[src/design/vat_pkg.sv]
package vat_pkg;

  // widths
  localparam int VA_W      = 64;
  localparam int PA_W      = 32;
  localparam int TAG_W     = 8;
  localparam int VPN_W     = 30;
  localparam int PFN_W     = 22;
  localparam int MIN_OFS_W = 10;
  localparam int SIZE_W    = 3;
  localparam int CATTR_W   = 3;
  localparam int REG_AW    = 8;
  localparam int REG_DW    = 32;

  // register offsets
  localparam logic [REG_AW-1:0] REG_STATUS     = 8'h00;
  localparam logic [REG_AW-1:0] REG_ENTRY_HIGH = 8'h04;
  localparam logic [REG_AW-1:0] REG_ENTRY_VPN  = 8'h08;
  localparam logic [REG_AW-1:0] REG_ENTRY_LOW  = 8'h0C;
  localparam logic [REG_AW-1:0] REG_PAGE_SIZE  = 8'h10;
  localparam logic [REG_AW-1:0] REG_INDEX      = 8'h14;
  localparam logic [REG_AW-1:0] REG_RESULT     = 8'h18;

  // status register fields
  localparam int ST_PRIV_LSB = 0;
  localparam int ST_EXL      = 2;
  localparam int ST_ERL      = 3;
  localparam int ST_UX       = 4;
  localparam int ST_SX       = 5;
  localparam logic [5:0] STATUS_RST = 6'h00;

  // entry staging fields
  localparam int EH_REGION_LSB = 30;
  localparam int EL_CATTR_LSB  = 22;
  localparam int EL_GLOBAL     = 25;

  // result register fields
  localparam int RS_IDX_LSB = 8;

  // encodings
  localparam logic [1:0]         PRIV_KERNEL    = 2'h0;
  localparam logic [1:0]         PRIV_SUPER     = 2'h1;
  localparam logic [1:0]         PRIV_USER      = 2'h2;
  localparam logic [SIZE_W-1:0]  SIZE_MAX       = 3'h4;
  localparam logic [CATTR_W-1:0] CATTR_UNCACHED = 3'h2;
  localparam logic [2:0]         SUPER32_TOP    = 3'h6;
  localparam logic [1:0]         REGION_USER    = 2'h0;
  localparam logic [1:0]         REGION_SUPER   = 2'h1;
  localparam logic [1:0]         REGION_COMPAT  = 2'h3;

  typedef enum logic [2:0] {
    MODE_KERNEL,
    MODE_USER32,
    MODE_USER64,
    MODE_SUPER32,
    MODE_SUPER64
  } vat_mode_t;

endpackage : vat_pkg

[src/design/vat_translate.sv]
// Our own choices: the strobed register port and the placing of the registers.
module vat_translate #(
  parameter int NUM_ENTRIES = 32
) (
  input  wire logic                          clock,                  // core clock
  input  wire logic                          reset,                  // sync, active high
  input  wire logic [vat_pkg::REG_AW-1:0]    reg_addr,               // register offset
  input  wire logic [vat_pkg::REG_DW-1:0]    reg_wdata,              // write data
  input  wire logic                          reg_wr,                 // write strobe
  input  wire logic                          reg_rd,                 // read strobe
  output logic      [vat_pkg::REG_DW-1:0]    reg_rdata,              // read data, next cycle
  input  wire logic                          req_valid,              // address presented
  input  wire logic [vat_pkg::VA_W-1:0]      req_vaddr,              // virtual address
  input  wire logic                          exception_return_instr, // return from exception
  output logic                               rsp_valid,              // result strobe
  output logic      [vat_pkg::PA_W-1:0]      rsp_paddr,              // physical address
  output logic                               rsp_hit,                // translated
  output logic                               rsp_miss,               // mismatch exception
  output logic                               rsp_miss_extended,      // use extended vector
  output logic                               rsp_addr_error,         // address error exception
  output logic                               rsp_cached,             // access is cached
  output logic      [vat_pkg::CATTR_W-1:0]   rsp_cache_attr,         // entry cache field
  output logic                               rsp_kernel              // kernel, not checked here
);

  localparam int IDX_W = (NUM_ENTRIES > 1) ? $clog2(NUM_ENTRIES) : 1;

  // software-visible control
  logic [1:0]                  privilege_field_ff;
  logic                        exception_level_bit_ff;
  logic                        error_level_bit_ff;
  logic                        user_wide_addr_bit_ff;
  logic                        supervisor_wide_addr_bit_ff;
  logic [vat_pkg::TAG_W-1:0]   address_space_tag_ff;
  logic [vat_pkg::VPN_W-1:0]   stage_vpn_ff;
  logic [1:0]                  stage_region_ff;
  logic [vat_pkg::PFN_W-1:0]   stage_pfn_ff;
  logic [vat_pkg::CATTR_W-1:0] stage_cattr_ff;
  logic                        stage_global_ff;
  logic [vat_pkg::SIZE_W-1:0]  stage_size_ff;
  logic [IDX_W-1:0]            index_ff;
  // translation entries
  logic                        ent_valid_ff  [NUM_ENTRIES];
  logic [vat_pkg::VPN_W-1:0]   ent_vpn_ff    [NUM_ENTRIES];
  logic [1:0]                  ent_region_ff [NUM_ENTRIES];
  logic [vat_pkg::TAG_W-1:0]   ent_tag_ff    [NUM_ENTRIES];
  logic                        ent_global_ff [NUM_ENTRIES];
  logic [vat_pkg::SIZE_W-1:0]  ent_size_ff   [NUM_ENTRIES];
  logic [vat_pkg::PFN_W-1:0]   ent_pfn_ff    [NUM_ENTRIES];
  logic [vat_pkg::CATTR_W-1:0] ent_cattr_ff  [NUM_ENTRIES];
  // last result, readable
  logic                        last_err_ff;
  logic                        last_miss_ff;
  logic                        last_ext_ff;
  logic                        last_hit_ff;
  logic [IDX_W-1:0]            last_idx_ff;
  vat_pkg::vat_mode_t          mode;
  logic                        wide;
  logic [vat_pkg::VA_W-1:0]    va;
  logic                        seg_ok;
  logic [NUM_ENTRIES-1:0]      hit_vec;
  logic                        hit_any;
  logic [IDX_W-1:0]            hit_idx;
  logic [vat_pkg::PA_W-1:0]    pa;
  logic                        exc_event;
  logic                        mapped_req;
  logic                        status_wr;
  logic [vat_pkg::REG_DW-1:0]  nxt_rdata;

  function automatic vat_pkg::vat_mode_t decode_mode(
    input logic [1:0] priv,
    input logic       exception_level_bit,
    input logic       error_level_bit,
    input logic       ux,
    input logic       sx
  );
    vat_pkg::vat_mode_t m;
    m = vat_pkg::MODE_KERNEL;                 // field 11 also lands here, the safe side
    if (!exception_level_bit && !error_level_bit && priv == vat_pkg::PRIV_USER) begin
      m = ux ? vat_pkg::MODE_USER64 : vat_pkg::MODE_USER32;
    end else if (!exception_level_bit && !error_level_bit && priv == vat_pkg::PRIV_SUPER) begin
      m = sx ? vat_pkg::MODE_SUPER64 : vat_pkg::MODE_SUPER32;
    end
    return m;
  endfunction : decode_mode
  // clip sizes above 256K so an illegal code cannot open a larger page
  function automatic logic [vat_pkg::SIZE_W-1:0] clip_size(
    input logic [vat_pkg::SIZE_W-1:0] size
  );
    return (size > vat_pkg::SIZE_MAX) ? vat_pkg::SIZE_MAX : size;
  endfunction : clip_size
  // page number bits that take part in the compare
  function automatic logic [vat_pkg::VPN_W-1:0] vpn_mask(
    input logic [vat_pkg::SIZE_W-1:0] size
  );
    logic [vat_pkg::VPN_W-1:0] low;
    low = (vat_pkg::VPN_W'(1) << (2 * clip_size(size))) - vat_pkg::VPN_W'(1);
    return ~low;
  endfunction : vpn_mask
  // offset bits passed through untranslated
  function automatic logic [vat_pkg::PA_W-1:0] ofs_mask(
    input logic [vat_pkg::SIZE_W-1:0] size
  );
    return (vat_pkg::PA_W'(1) << (vat_pkg::MIN_OFS_W + 2 * clip_size(size)))
           - vat_pkg::PA_W'(1);
  endfunction : ofs_mask

  assign mode      = decode_mode(privilege_field_ff, exception_level_bit_ff,
                                 error_level_bit_ff, user_wide_addr_bit_ff,
                                 supervisor_wide_addr_bit_ff);
  assign wide      = (mode == vat_pkg::MODE_USER64) || (mode == vat_pkg::MODE_SUPER64);
  assign va        = wide ? req_vaddr
                          : {{32{req_vaddr[31]}}, req_vaddr[31:0]};
  assign status_wr = reg_wr && (reg_addr == vat_pkg::REG_STATUS);

  // segment legality for the current privilege and width
  always_comb begin
    seg_ok = 1'b0;
    unique case (mode)
      vat_pkg::MODE_KERNEL:  seg_ok = 1'b1;
      vat_pkg::MODE_USER32:  seg_ok = !va[31];
      vat_pkg::MODE_USER64:  seg_ok = (va[63:40] == 24'h000000);
      vat_pkg::MODE_SUPER32: seg_ok = !va[31] ||
                                      (va[31:29] == vat_pkg::SUPER32_TOP);
      vat_pkg::MODE_SUPER64: begin
        unique case (va[63:62])
          vat_pkg::REGION_USER:   seg_ok = (va[61:40] == 22'h000000);
          vat_pkg::REGION_SUPER:  seg_ok = (va[61:40] == 22'h000000);
          vat_pkg::REGION_COMPAT: seg_ok = (va[61:32] == 30'h3FFFFFFF) &&
                                           (va[31:29] == vat_pkg::SUPER32_TOP);
          default:                seg_ok = 1'b0;
        endcase
      end
      default: seg_ok = 1'b0;
    endcase
  end
  // parallel compare; 32-bit addresses land on the same entries because
  // bits 39..32 of a sign-extended address simply repeat bit 31
  for (genvar g = 0; g < NUM_ENTRIES; g++) begin : g_match
    assign hit_vec[g] = ent_valid_ff[g] &&
                        (ent_region_ff[g] == va[63:62]) &&
                        (((ent_vpn_ff[g] ^ va[39:10]) & vpn_mask(ent_size_ff[g]))
                         == '0) &&
                        (ent_global_ff[g] ||
                         (ent_tag_ff[g] == address_space_tag_ff));
  end

  // lowest index wins if software loaded overlapping entries
  always_comb begin
    hit_any = 1'b0;
    hit_idx = '0;
    for (int i = NUM_ENTRIES - 1; i >= 0; i--) begin
      if (hit_vec[i]) begin
        hit_any = 1'b1;
        hit_idx = IDX_W'(i);
      end
    end
  end
  assign pa = ({ent_pfn_ff[hit_idx], 10'h000} & ~ofs_mask(ent_size_ff[hit_idx])) |
              (va[31:0] & ofs_mask(ent_size_ff[hit_idx]));
  assign mapped_req = req_valid && (mode != vat_pkg::MODE_KERNEL);
  assign exc_event  = mapped_req && (!seg_ok || !hit_any);

  // response, one cycle after the request
  always_ff @(posedge clock) begin
    if (reset) begin
      rsp_valid         <= 1'b0;
      rsp_paddr         <= '0;
      rsp_hit           <= 1'b0;
      rsp_miss          <= 1'b0;
      rsp_miss_extended <= 1'b0;
      rsp_addr_error    <= 1'b0;
      rsp_cached        <= 1'b0;
      rsp_cache_attr    <= '0;
      rsp_kernel        <= 1'b0;
    end else begin
      rsp_valid         <= req_valid;
      rsp_kernel        <= req_valid && (mode == vat_pkg::MODE_KERNEL);
      rsp_addr_error    <= mapped_req && !seg_ok;
      rsp_hit           <= mapped_req && seg_ok && hit_any;
      rsp_miss          <= mapped_req && seg_ok && !hit_any;
      rsp_miss_extended <= mapped_req && seg_ok && !hit_any && wide;
      rsp_paddr         <= (mapped_req && seg_ok && hit_any) ? pa : '0;
      rsp_cache_attr    <= (mapped_req && seg_ok && hit_any) ? ent_cattr_ff[hit_idx] : '0;
      rsp_cached        <= mapped_req && seg_ok && hit_any &&
                           (ent_cattr_ff[hit_idx] != vat_pkg::CATTR_UNCACHED);
    end
  end

  // privilege state; hardware exception entry beats a same-cycle clear
  always_ff @(posedge clock) begin
    if (reset) begin
      privilege_field_ff          <= vat_pkg::STATUS_RST[vat_pkg::ST_PRIV_LSB +: 2];
      exception_level_bit_ff      <= vat_pkg::STATUS_RST[vat_pkg::ST_EXL];
      error_level_bit_ff          <= vat_pkg::STATUS_RST[vat_pkg::ST_ERL];
      user_wide_addr_bit_ff       <= vat_pkg::STATUS_RST[vat_pkg::ST_UX];
      supervisor_wide_addr_bit_ff <= vat_pkg::STATUS_RST[vat_pkg::ST_SX];
    end else begin
      if (status_wr) begin
        privilege_field_ff          <= reg_wdata[vat_pkg::ST_PRIV_LSB +: 2];
        exception_level_bit_ff      <= reg_wdata[vat_pkg::ST_EXL];
        error_level_bit_ff          <= reg_wdata[vat_pkg::ST_ERL];
        user_wide_addr_bit_ff       <= reg_wdata[vat_pkg::ST_UX];
        supervisor_wide_addr_bit_ff <= reg_wdata[vat_pkg::ST_SX];
      end
      if (exception_return_instr) begin
        if (error_level_bit_ff) begin
          error_level_bit_ff <= 1'b0;
        end else begin
          exception_level_bit_ff <= 1'b0;
        end
      end
      if (exc_event) begin
        exception_level_bit_ff <= 1'b1;
      end
    end
  end

  // tag and entry staging registers
  always_ff @(posedge clock) begin
    if (reset) begin
      address_space_tag_ff <= '0;
      stage_vpn_ff         <= '0;
      stage_region_ff      <= '0;
      stage_pfn_ff         <= '0;
      stage_cattr_ff       <= '0;
      stage_global_ff      <= 1'b0;
      stage_size_ff        <= '0;
    end else if (reg_wr) begin
      unique case (reg_addr)
        vat_pkg::REG_ENTRY_HIGH: address_space_tag_ff <= reg_wdata[vat_pkg::TAG_W-1:0];
        vat_pkg::REG_ENTRY_VPN: begin
          stage_vpn_ff    <= reg_wdata[vat_pkg::VPN_W-1:0];
          stage_region_ff <= reg_wdata[vat_pkg::EH_REGION_LSB +: 2];
        end
        vat_pkg::REG_ENTRY_LOW: begin
          stage_pfn_ff    <= reg_wdata[vat_pkg::PFN_W-1:0];
          stage_cattr_ff  <= reg_wdata[vat_pkg::EL_CATTR_LSB +: vat_pkg::CATTR_W];
          stage_global_ff <= reg_wdata[vat_pkg::EL_GLOBAL];
        end
        vat_pkg::REG_PAGE_SIZE: stage_size_ff <= reg_wdata[vat_pkg::SIZE_W-1:0];
        default: ;
      endcase
    end
  end

  // writing the index commits the staged entry; the tag is captured too
  always_ff @(posedge clock) begin
    if (reset) begin
      index_ff <= '0;
      for (int i = 0; i < NUM_ENTRIES; i++) begin
        ent_valid_ff[i] <= 1'b0; // data fields left unreset; valid gates every use
      end
    end else if (reg_wr && reg_addr == vat_pkg::REG_INDEX) begin
      index_ff                 <= reg_wdata[IDX_W-1:0];
      ent_valid_ff[reg_wdata[IDX_W-1:0]]  <= 1'b1;
      ent_vpn_ff[reg_wdata[IDX_W-1:0]]    <= stage_vpn_ff;
      ent_region_ff[reg_wdata[IDX_W-1:0]] <= stage_region_ff;
      ent_tag_ff[reg_wdata[IDX_W-1:0]]    <= address_space_tag_ff;
      ent_global_ff[reg_wdata[IDX_W-1:0]] <= stage_global_ff;
      ent_size_ff[reg_wdata[IDX_W-1:0]]   <= stage_size_ff;
      ent_pfn_ff[reg_wdata[IDX_W-1:0]]    <= stage_pfn_ff;
      ent_cattr_ff[reg_wdata[IDX_W-1:0]]  <= stage_cattr_ff;
    end
  end

  // last translation outcome for software
  always_ff @(posedge clock) begin
    if (reset) begin
      last_err_ff  <= 1'b0;
      last_miss_ff <= 1'b0;
      last_ext_ff  <= 1'b0;
      last_hit_ff  <= 1'b0;
      last_idx_ff  <= '0;
    end else if (req_valid && mode != vat_pkg::MODE_KERNEL) begin
      last_err_ff  <= !seg_ok;
      last_miss_ff <= seg_ok && !hit_any;
      last_ext_ff  <= seg_ok && !hit_any && wide;
      last_hit_ff  <= seg_ok && hit_any;
      last_idx_ff  <= hit_idx;
    end
  end

  always_comb begin
    nxt_rdata = '0;
    unique case (reg_addr)
      vat_pkg::REG_STATUS: begin
        nxt_rdata[vat_pkg::ST_PRIV_LSB +: 2] = privilege_field_ff;
        nxt_rdata[vat_pkg::ST_EXL]           = exception_level_bit_ff;
        nxt_rdata[vat_pkg::ST_ERL]           = error_level_bit_ff;
        nxt_rdata[vat_pkg::ST_UX]            = user_wide_addr_bit_ff;
        nxt_rdata[vat_pkg::ST_SX]            = supervisor_wide_addr_bit_ff;
      end
      vat_pkg::REG_ENTRY_HIGH: nxt_rdata[vat_pkg::TAG_W-1:0] = address_space_tag_ff;
      vat_pkg::REG_ENTRY_VPN: begin
        nxt_rdata[vat_pkg::VPN_W-1:0]          = stage_vpn_ff;
        nxt_rdata[vat_pkg::EH_REGION_LSB +: 2] = stage_region_ff;
      end
      vat_pkg::REG_ENTRY_LOW: begin
        nxt_rdata[vat_pkg::PFN_W-1:0]                         = stage_pfn_ff;
        nxt_rdata[vat_pkg::EL_CATTR_LSB +: vat_pkg::CATTR_W] = stage_cattr_ff;
        nxt_rdata[vat_pkg::EL_GLOBAL]                         = stage_global_ff;
      end
      vat_pkg::REG_PAGE_SIZE: nxt_rdata[vat_pkg::SIZE_W-1:0] = stage_size_ff;
      vat_pkg::REG_INDEX:     nxt_rdata[IDX_W-1:0]           = index_ff;
      vat_pkg::REG_RESULT: begin
        nxt_rdata[0]                          = last_err_ff;
        nxt_rdata[1]                          = last_miss_ff;
        nxt_rdata[2]                          = last_ext_ff;
        nxt_rdata[3]                          = last_hit_ff;
        nxt_rdata[vat_pkg::RS_IDX_LSB +: IDX_W] = last_idx_ff;
      end
      default: nxt_rdata = '0;
    endcase
  end

  always_ff @(posedge clock) begin
    if (reset) begin
      reg_rdata <= '0;
    end else begin
      reg_rdata <= reg_rd ? nxt_rdata : '0;
    end
  end
endmodule : vat_translate

[config.mk]
export PLATFORM = sky130hd
export DESIGN_NAME = vat_translate
export DESIGN_NICKNAME = d
export VERILOG_FILES = /design/src/design/vat_pkg.sv /design/src/design/vat_translate.sv
export SDC_FILE = /design/constraint.sdc
export NUM_CORES = 2
export LEC_CHECK = 0
export BUFFER_PORTS_ARGS = -buffer_cell sky130_fd_sc_hd__buf_2
export CAP_MARGIN = 25
export CORE_UTILIZATION = 45
export CTS_CLUSTER_DIAMETER = 60
export DETAILED_ROUTE_END_ITERATION = 12
export PLACE_DENSITY = 0.59
export SYNTH_ARGS = -nofsm -noshare
export SYNTH_HDL_FRONTEND = slang
export SYNTH_SLANG_ARGS = --single-unit
export TNS_END_PERCENT = 30
[constraint.sdc]
create_clock -name clock -period 11.4 [get_ports clock]
set_input_delay 0 -clock clock [delete_from_list [all_inputs] [get_ports clock]]
set_output_delay 0 -clock clock [all_outputs]
set_load 0.03 [all_outputs]
=== Word-level counts from Yosys, hierarchy flattened ===
Memory sizes are Yosys's and may differ from the RTL's.
Cells that the tools add are included.

* Register bits after elaboration: 163
* Memory bits (writable): 2,240
* Output and inout bits: 74
* Logic and storage cells: 648
* Memories kept: 8

{| class="wikitable"
|+ Memory list
! name !! words !! width !! rd ports !! clocked after memory_dff !! wr ports !! line !! source
|-
| ent_vpn_ff || 32 || 30 || 32 || 0 || 1 || vat_translate.sv:44 || <nowiki>logic [vat_pkg::VPN_W-1:0] ent_vpn_ff [NUM_ENTRIES];</nowiki>
|-
| ent_pfn_ff || 32 || 22 || 1 || 0 || 1 || vat_translate.sv:49 || <nowiki>logic [vat_pkg::PFN_W-1:0] ent_pfn_ff [NUM_ENTRIES];</nowiki>
|-
| ent_tag_ff || 32 || 8 || 32 || 0 || 1 || vat_translate.sv:46 || <nowiki>logic [vat_pkg::TAG_W-1:0] ent_tag_ff [NUM_ENTRIES];</nowiki>
|-
| ent_cattr_ff || 32 || 3 || 1 || 0 || 1 || vat_translate.sv:50 || <nowiki>logic [vat_pkg::CATTR_W-1:0] ent_cattr_ff [NUM_ENTRIES];</nowiki>
|-
| ent_size_ff || 32 || 3 || 33 || 0 || 1 || vat_translate.sv:48 || <nowiki>logic [vat_pkg::SIZE_W-1:0] ent_size_ff [NUM_ENTRIES];</nowiki>
|-
| ent_region_ff || 32 || 2 || 32 || 0 || 1 || vat_translate.sv:45 || <nowiki>logic [1:0] ent_region_ff [NUM_ENTRIES];</nowiki>
|-
| +2 memories || n/a || n/a || n/a || n/a || n/a || n/a ||
|}

* $add $sub $neg: 34
* Magnitude comparators: 33
* Equality and inequality tests: 81
* Shifts and indexed selects: 33
* Mux-type cells: 126
* Bitwise gates (word level): 103
* Reductions and logical operators: 201

{| class="wikitable"
|+ Operator list
! operator !! count
|-
| 30-bit AND || 32
|-
| 30-bit zero test || 32
|-
| 30-bit NOT || 32
|-
| 1-bit by 4-bit << shifter with 30-bit output, first input constant || 32
|-
| 30-bit by 2-bit subtractor with 30-bit output, second input constant || 32
|-
| 30-bit XOR || 32
|-
| 8-bit equality test || 32
|-
| 5-bit two-way mux || 33
|-
| 1-bit logical AND || 114
|-
| 3-bit two-way mux || 36
|-
| 3-bit greater-than comparator, second input constant || 33
|-
| 32-bit AND || 2
|-
| 2-bit equality test || 32
|-
| 64-bit two-way mux || 1
|-
| 1-bit two-way mux || 46
|-
| 1-bit logical OR || 35
|-
| 32-bit NOT || 1
|-
| 32-bit bitwise OR || 1
|-
| 1-bit by 5-bit << shifter with 32-bit output, first input constant || 1
|-
| 32-bit by 2-bit subtractor with 32-bit output, second input constant || 1
|-
| 30-bit equality test, second input constant || 1
|-
| 13-bit case mux with 2 select lines || 1
|-
| 8-bit by 5-bit equality test with 1-bit output, second input constant || 3
|-
| 24-bit zero test || 1
|-
| other kinds (28) || 45
|}

=== Logic depth before layout (Yosys ltp) ===
An unclocked memory read counts as a cell.

* Depth in word-level cells: 54
* Depth in mapped cells: 26
* Mapped depth without buffers: 17

=== Worst setup path before layout ===
No wires, ideal clock.

* Path kind: input to register
* From: in reg_addr[7] (netlist bit)
* To: mem ent_cattr_ff[20][0] (netlist bit), enable pin
* Data arrival time: 5,048 ps
* Data required time: 10,903 ps
* Setup slack: 5,855 ps
* Cell stages on the path: 8
* Path buffers: 2
* Cell sequence: or4_1 -> nor3_1 -> nand4_1 -> nor3_1 -> nand2b_1 -> clkbuf_1 -> clkbuf_1 -> nor2_1

* Cells in the longest elaborated chain, start to end: 5

{| class="wikitable"
|+ Ends and longest elaborated chain
! item !! line !! source
|-
| from (decl) || vat_translate.sv:7 || <nowiki>input wire logic [vat_pkg::REG_AW-1:0] reg_addr,</nowiki>
|-
| 8-bit by 5-bit equality test with 1-bit output || vat_translate.sv:254 || <nowiki>end else if (reg_wr && reg_addr == vat_pkg::REG_INDEX) begin</nowiki>
|-
| 1-bit logical AND || vat_translate.sv:254 ||
|-
| 1-bit two-way mux || vat_translate.sv:254 ||
|-
| 1-bit two-way mux || vat_translate.sv:249 || <nowiki>if (reset) begin</nowiki>
|-
| 1-bit two-way mux (not written as such) || vat_translate.sv:263 || <nowiki>ent_cattr_ff[reg_wdata[IDX_W-1:0]] <= stage_cattr_ff;</nowiki>
|-
| to (decl) || vat_translate.sv:50 ||
|}

Every way passes these cells.

=== Worst setup path after layout ===
* From: reg address_space_tag_ff[3] (netlist bit)
* To: reg rsp_paddr[15] (netlist bit)

* Cells in the longest elaborated chain, start to end: 44

{| class="wikitable"
|+ Ends and longest elaborated chain
! item !! line !! source
|-
| from (decl) || vat_translate.sv:34 || <nowiki>logic [vat_pkg::TAG_W-1:0] address_space_tag_ff;</nowiki>
|-
| from (signal assigned) || vat_translate.sv:231 || <nowiki>vat_pkg::REG_ENTRY_HIGH: address_space_tag_ff <= reg_wdata[vat_pkg::TAG_W-1:0];</nowiki>
|-
| 8-bit equality test || vat_translate.sv:145 || <nowiki>(ent_tag_ff[g] == address_space_tag_ff));</nowiki>
|-
| 1-bit logical OR || vat_translate.sv:144 || <nowiki>(ent_global_ff[g] ||</nowiki>
|-
| 1-bit logical AND || vat_translate.sv:143 || <nowiki>== '0) &&</nowiki>
|-
| 5-bit two-way mux (32 in series) || vat_translate.sv:153 || <nowiki>if (hit_vec[i]) begin</nowiki>
|-
| memory read 32 x 3 bit || n/a ||
|-
| 3-bit greater-than comparator || vat_translate.sv:90 || <nowiki>return (size > vat_pkg::SIZE_MAX) ? vat_pkg::SIZE_MAX : size;</nowiki>
|-
| 3-bit two-way mux || vat_translate.sv:90 ||
|-
| 4-bit by 4-bit adder with 5-bit output || vat_translate.sv:104 || <nowiki>return (vat_pkg::PA_W'(1) << (vat_pkg::MIN_OFS_W + 2 * clip_size(size)))</nowiki>
|-
| 1-bit by 5-bit << shifter with 32-bit output || vat_translate.sv:104 ||
|-
| 32-bit by 2-bit subtractor with 32-bit output || vat_translate.sv:105 || <nowiki>- vat_pkg::PA_W'(1);</nowiki>
|-
| 32-bit NOT || vat_translate.sv:159 || <nowiki>assign pa = ({ent_pfn_ff[hit_idx], 10'h000} & ~ofs_mask(ent_size_ff[hit_idx])) |</nowiki>
|-
| 32-bit AND || vat_translate.sv:159 ||
|-
| 32-bit bitwise OR || vat_translate.sv:159 ||
|-
| to (signal assigned) || vat_translate.sv:183 || <nowiki>rsp_paddr <= (mapped_req && seg_ok && hit_any) ? pa : '0;</nowiki>
|-
| to (decl) || vat_translate.sv:16 || <nowiki>output logic [vat_pkg::PA_W-1:0] rsp_paddr,</nowiki>
|}

Several ways; a longest one is shown, not always the timed one.
A chain may end at the register's enable or synchronous reset.

==> impl_metrics.yaml <==
synth:
  yosys-top-cells-area: "edfxtp_1, xnor2_1, xor2_1"
  yosys.area.top_type: "edfxtp_1"
  ys_warn_count: 0
  synth_most_common_cell: "edfxtp_1"
  netlist.area_leader.share_pct: 63.5
  ys_seq_elements: 2403
  avgSynthCellArea_um2: 14.3
  synthTopCellsByCount: "edfxtp_1, xnor2_1, xor2_1"
  yosysSeqAreaShare_pct: 67.2
  async_flop_share_pct: 0
  ys.flop_type: "edfxtp_1"
  syn_area_um2: 104000
  synth_cells: 7290
  synth_cell_types: 112
  synth_edf_count: 2208
worst_setup_path:
  crit_slowest_cell: "a21boi_4"
  ff2ff_path_depth: 19
  max_stage_delay_ns: 0.90
  start_kind: "flip-flop"
  r2r_start: "address_space_tag_ff[3]"
  arrival_ns: 8.89
  r2r_slack_ns: 3.34
  r2r-end: "rsp_paddr[15]"
  cp_cell_sequence: "buf_4 > xor2_1 > nor4_1 > a21oi_1 > or3_1 > or4b_1 > a21boi_1 > a21boi_0 > o221ai_1 > a21boi_4 > inv_1 > buf_4 > a211oi_1 > a2111oi_4 > a41oi_1 > nor3_2 > o21ai_2 > a211o_1 > a21oi_1"
  required_ns: 12.23
  path_class: "reg2reg"
  cp_max_fo: 36
  crit_path_end_kind: "flip-flop"
min_path:
  worstHoldStart: "reg_wdata[0]"
  hold_class: "in2reg"
  min_delay_path_depth: 4
  min_to: "stage_vpn_ff[0]"
floorplanning:
  die-area_um2: 234000
  die_x_um: 484
  ios: 184
  core_area_um2: 230000
  die_y_um: 484
  rows: 176
  initial_utilization_pct: 45.3
place:
  dp.cells: 10391
  numPortBuffers: 183
  gp_congestion: 0.970
  place_ws_ns: 3.63
  hpwl_um: 228000
clock_network:
  cts.clk_slew.worst_paths_ns: 0.06
  root_buffer: "clkbuf_16"
  ctsHoldBuffers: 120
  cts_tree: "done"
  cts.sinks: 2403
  cts_resized: 0
  cts-buffers-inserted: 279
  cts_htree_levels: 5
  cts_setup_buffers: 0
  worstSkewPairLatency_ns: 0.97
  cts_buffer_depth: 4
finish:
  area_growth_pct: 15.0
  fin_cells: 11014
  layout.nets: 7891
  drive_gt1_share_pct: 14.5
power:
  peakVddDrop_mv: 0.135
  p_per_area_nw_per_um2: 155
  p_leak_nw: 44.4
route:
  postRouteAntennaNets: 0
  drc: 0
  vias_per_cell: 6.19
  wl_per_cell_um: 33.1
  firstDrtPassIters: 7
  drt_iter0_drc: 8473
  num_vias: 68180
  drt-total-wl_um: 365000
timing:
  fin_ws_ns: 3.34
  post-route-min-period_ns: 8.06
  post-route-period-util_pct: 70.7
  tightest_slew_ns: 1.31
  relSlewSlack_pct: 12.8
  skew_ns: 0.105
  final_max_slew_viol_count: 0
  hold_ws_ns: 0.0338
  finalSetupViolCount: 0
  rsz0062_at_grt: "no"
  hold_violations: 0
  fmax_mhz: 124
  fin_tns_setup_ns: 0
global_route:
  grt_max_degree: 156
  grt_pass1_wl_um: 504000
  grt-ovfl-total: 0
  grt_pass1_vias: 64768
  grt_usage_pct: 30.6
  grt_antenna_before_repair: 21
flow_run:
  maxCapViolCount: 0
status:
  status: "finished, final reports clean"
worst max path at each step:
stage	to	start	depth (start not counted)	slack, ns
CTS	rsp_paddr[15]	address_space_tag_ff[3]	19	3.62
global route	rsp_paddr[15]	address_space_tag_ff[3]	19	3.34
floorplan	ent_cattr_ff[20][0]	reg_addr[7]	8	5.85
finish	rsp_paddr[15]	address_space_tag_ff[3]	19	3.34
detailed placement	rsp_paddr[15]	address_space_tag_ff[3]	19	3.63
global placement	rsp_paddr[15]	privilege_field_ff[0]	19	3.57
critical path, delay by kind of cell (launching register included):
family | cells | cell delay, ns
AOI/OAI and AO/OA | 11 | 4.04
xor gates and xnor gates | 1 | 0.13
buffers and inverters | 3 | 1.45
DFF | 1 | 0.66
and+or+nand+nor | 4 | 1.58
registers in the layout (all words and copies together) (netlist names), 8 cells and up:
| register | count |
|---|---|
| address_space_tag_ff | 8 |
| ent_cattr_ff | 96 |
| ent_global_ff | 32 |
| ent_pfn_ff | 704 |
| ent_region_ff | 64 |
| ent_size_ff | 96 |
| ent_tag_ff | 256 |
| ent_valid_ff | 32 |
| ent_vpn_ff | 960 |
| reg_rdata | 32 |
| rsp_paddr | 32 |
| stage_pfn_ff | 22 |
| stage_vpn_ff | 30 |
power by group:
| part | internal [W] | switching (W) | total [W] |
|---|---|---|---|
| Sequential | 0.00948 | 0.000000938 | 0.00948 |
| Combinational | 0.000200 | 0.000368 | 0.000568 |
| Clock | 0.00507 | 0.00352 | 0.00859 |
| Total | 0.0147 | 0.00389 | 0.0186 |
layer usage:
layer	track usage, %	share of wire (%)	wire length, um
met1	41.8	40	147000
met2	48.3	46	167000
met3	4.66	8.9	32500
met4	13.9	5.0	18400
met5	0	0.019	68
stage by stage:
stage	instance area [um2]	util, %	total power (W)
6_report	120000	52.2	0.0186
5_1_grt	120000	52.2	0.0191
4_1_cts	120000	52.0	0.0187
3_5_place_dp	110000	47.8	0.0102
3_3_place_gp	110000	47.6	0.0102
2_1_floorplan	104000	-	0.0100
placed cells by master (no fill, tap or decap), types with 26 or more instances in the layout:
master         netlist  layout
a31oi_1             34      33
and2_1              26      26
clkinv_1             1      51
clkbuf_1           124      55
dlygate4sd3_1        0     120
mux2_2             171     171
inv_1               76      76
or4_1               52      52
a21oi_1            310     309
edfxtp_1          2208    2208
clkbuf_16            0     288
dfxtp_1            195     162
a221oi_1            34      34
o211ai_1            32      32
nor2_1             335     302
and3_1              48      48
xnor2_1            792     792
nand3_1            161     161
a22oi_1             49      49
or3_1               43      43
a211oi_1            98      98
a211o_1             38      38
clkinv_2             0      39
nor3_1             115     115
buf_4               29     254
a22o_1              27      27
nand2_1            299     299
o22ai_1             47      47
nor2_4               1      33
buf_2              201     191
o21ai_0             58      58
xor2_1             448     448
nor4_1             215     201
nand4_1            245     245
mux2i_1            332     332
area by class of cell:
class / instances / area (um2)
diodes: 8 / 20.0
clock inverters: 118 / 958
inverters: 78 / 293
clock buffers: 363 / 7690
multi-input cells: 4431 / 32500
repair buffers: 587 / 4600
fillers: 19028 / 110000
flip-flops and latches: 2403 / 70300
well taps: 3026 / 3790
kinds of logic after synthesis:
family | share of synthesized area [%]
DFF | 67.2
and+or+nand+nor | 8.72
xor gates and xnor gates | 10.4
AOI/OAI and AO/OA | 6.49
muxes | 5.09
buffers and inverters | 2.07
adders and majority gates | 0.0120
other | 0.00359
(Power assumes the default switching activity.)
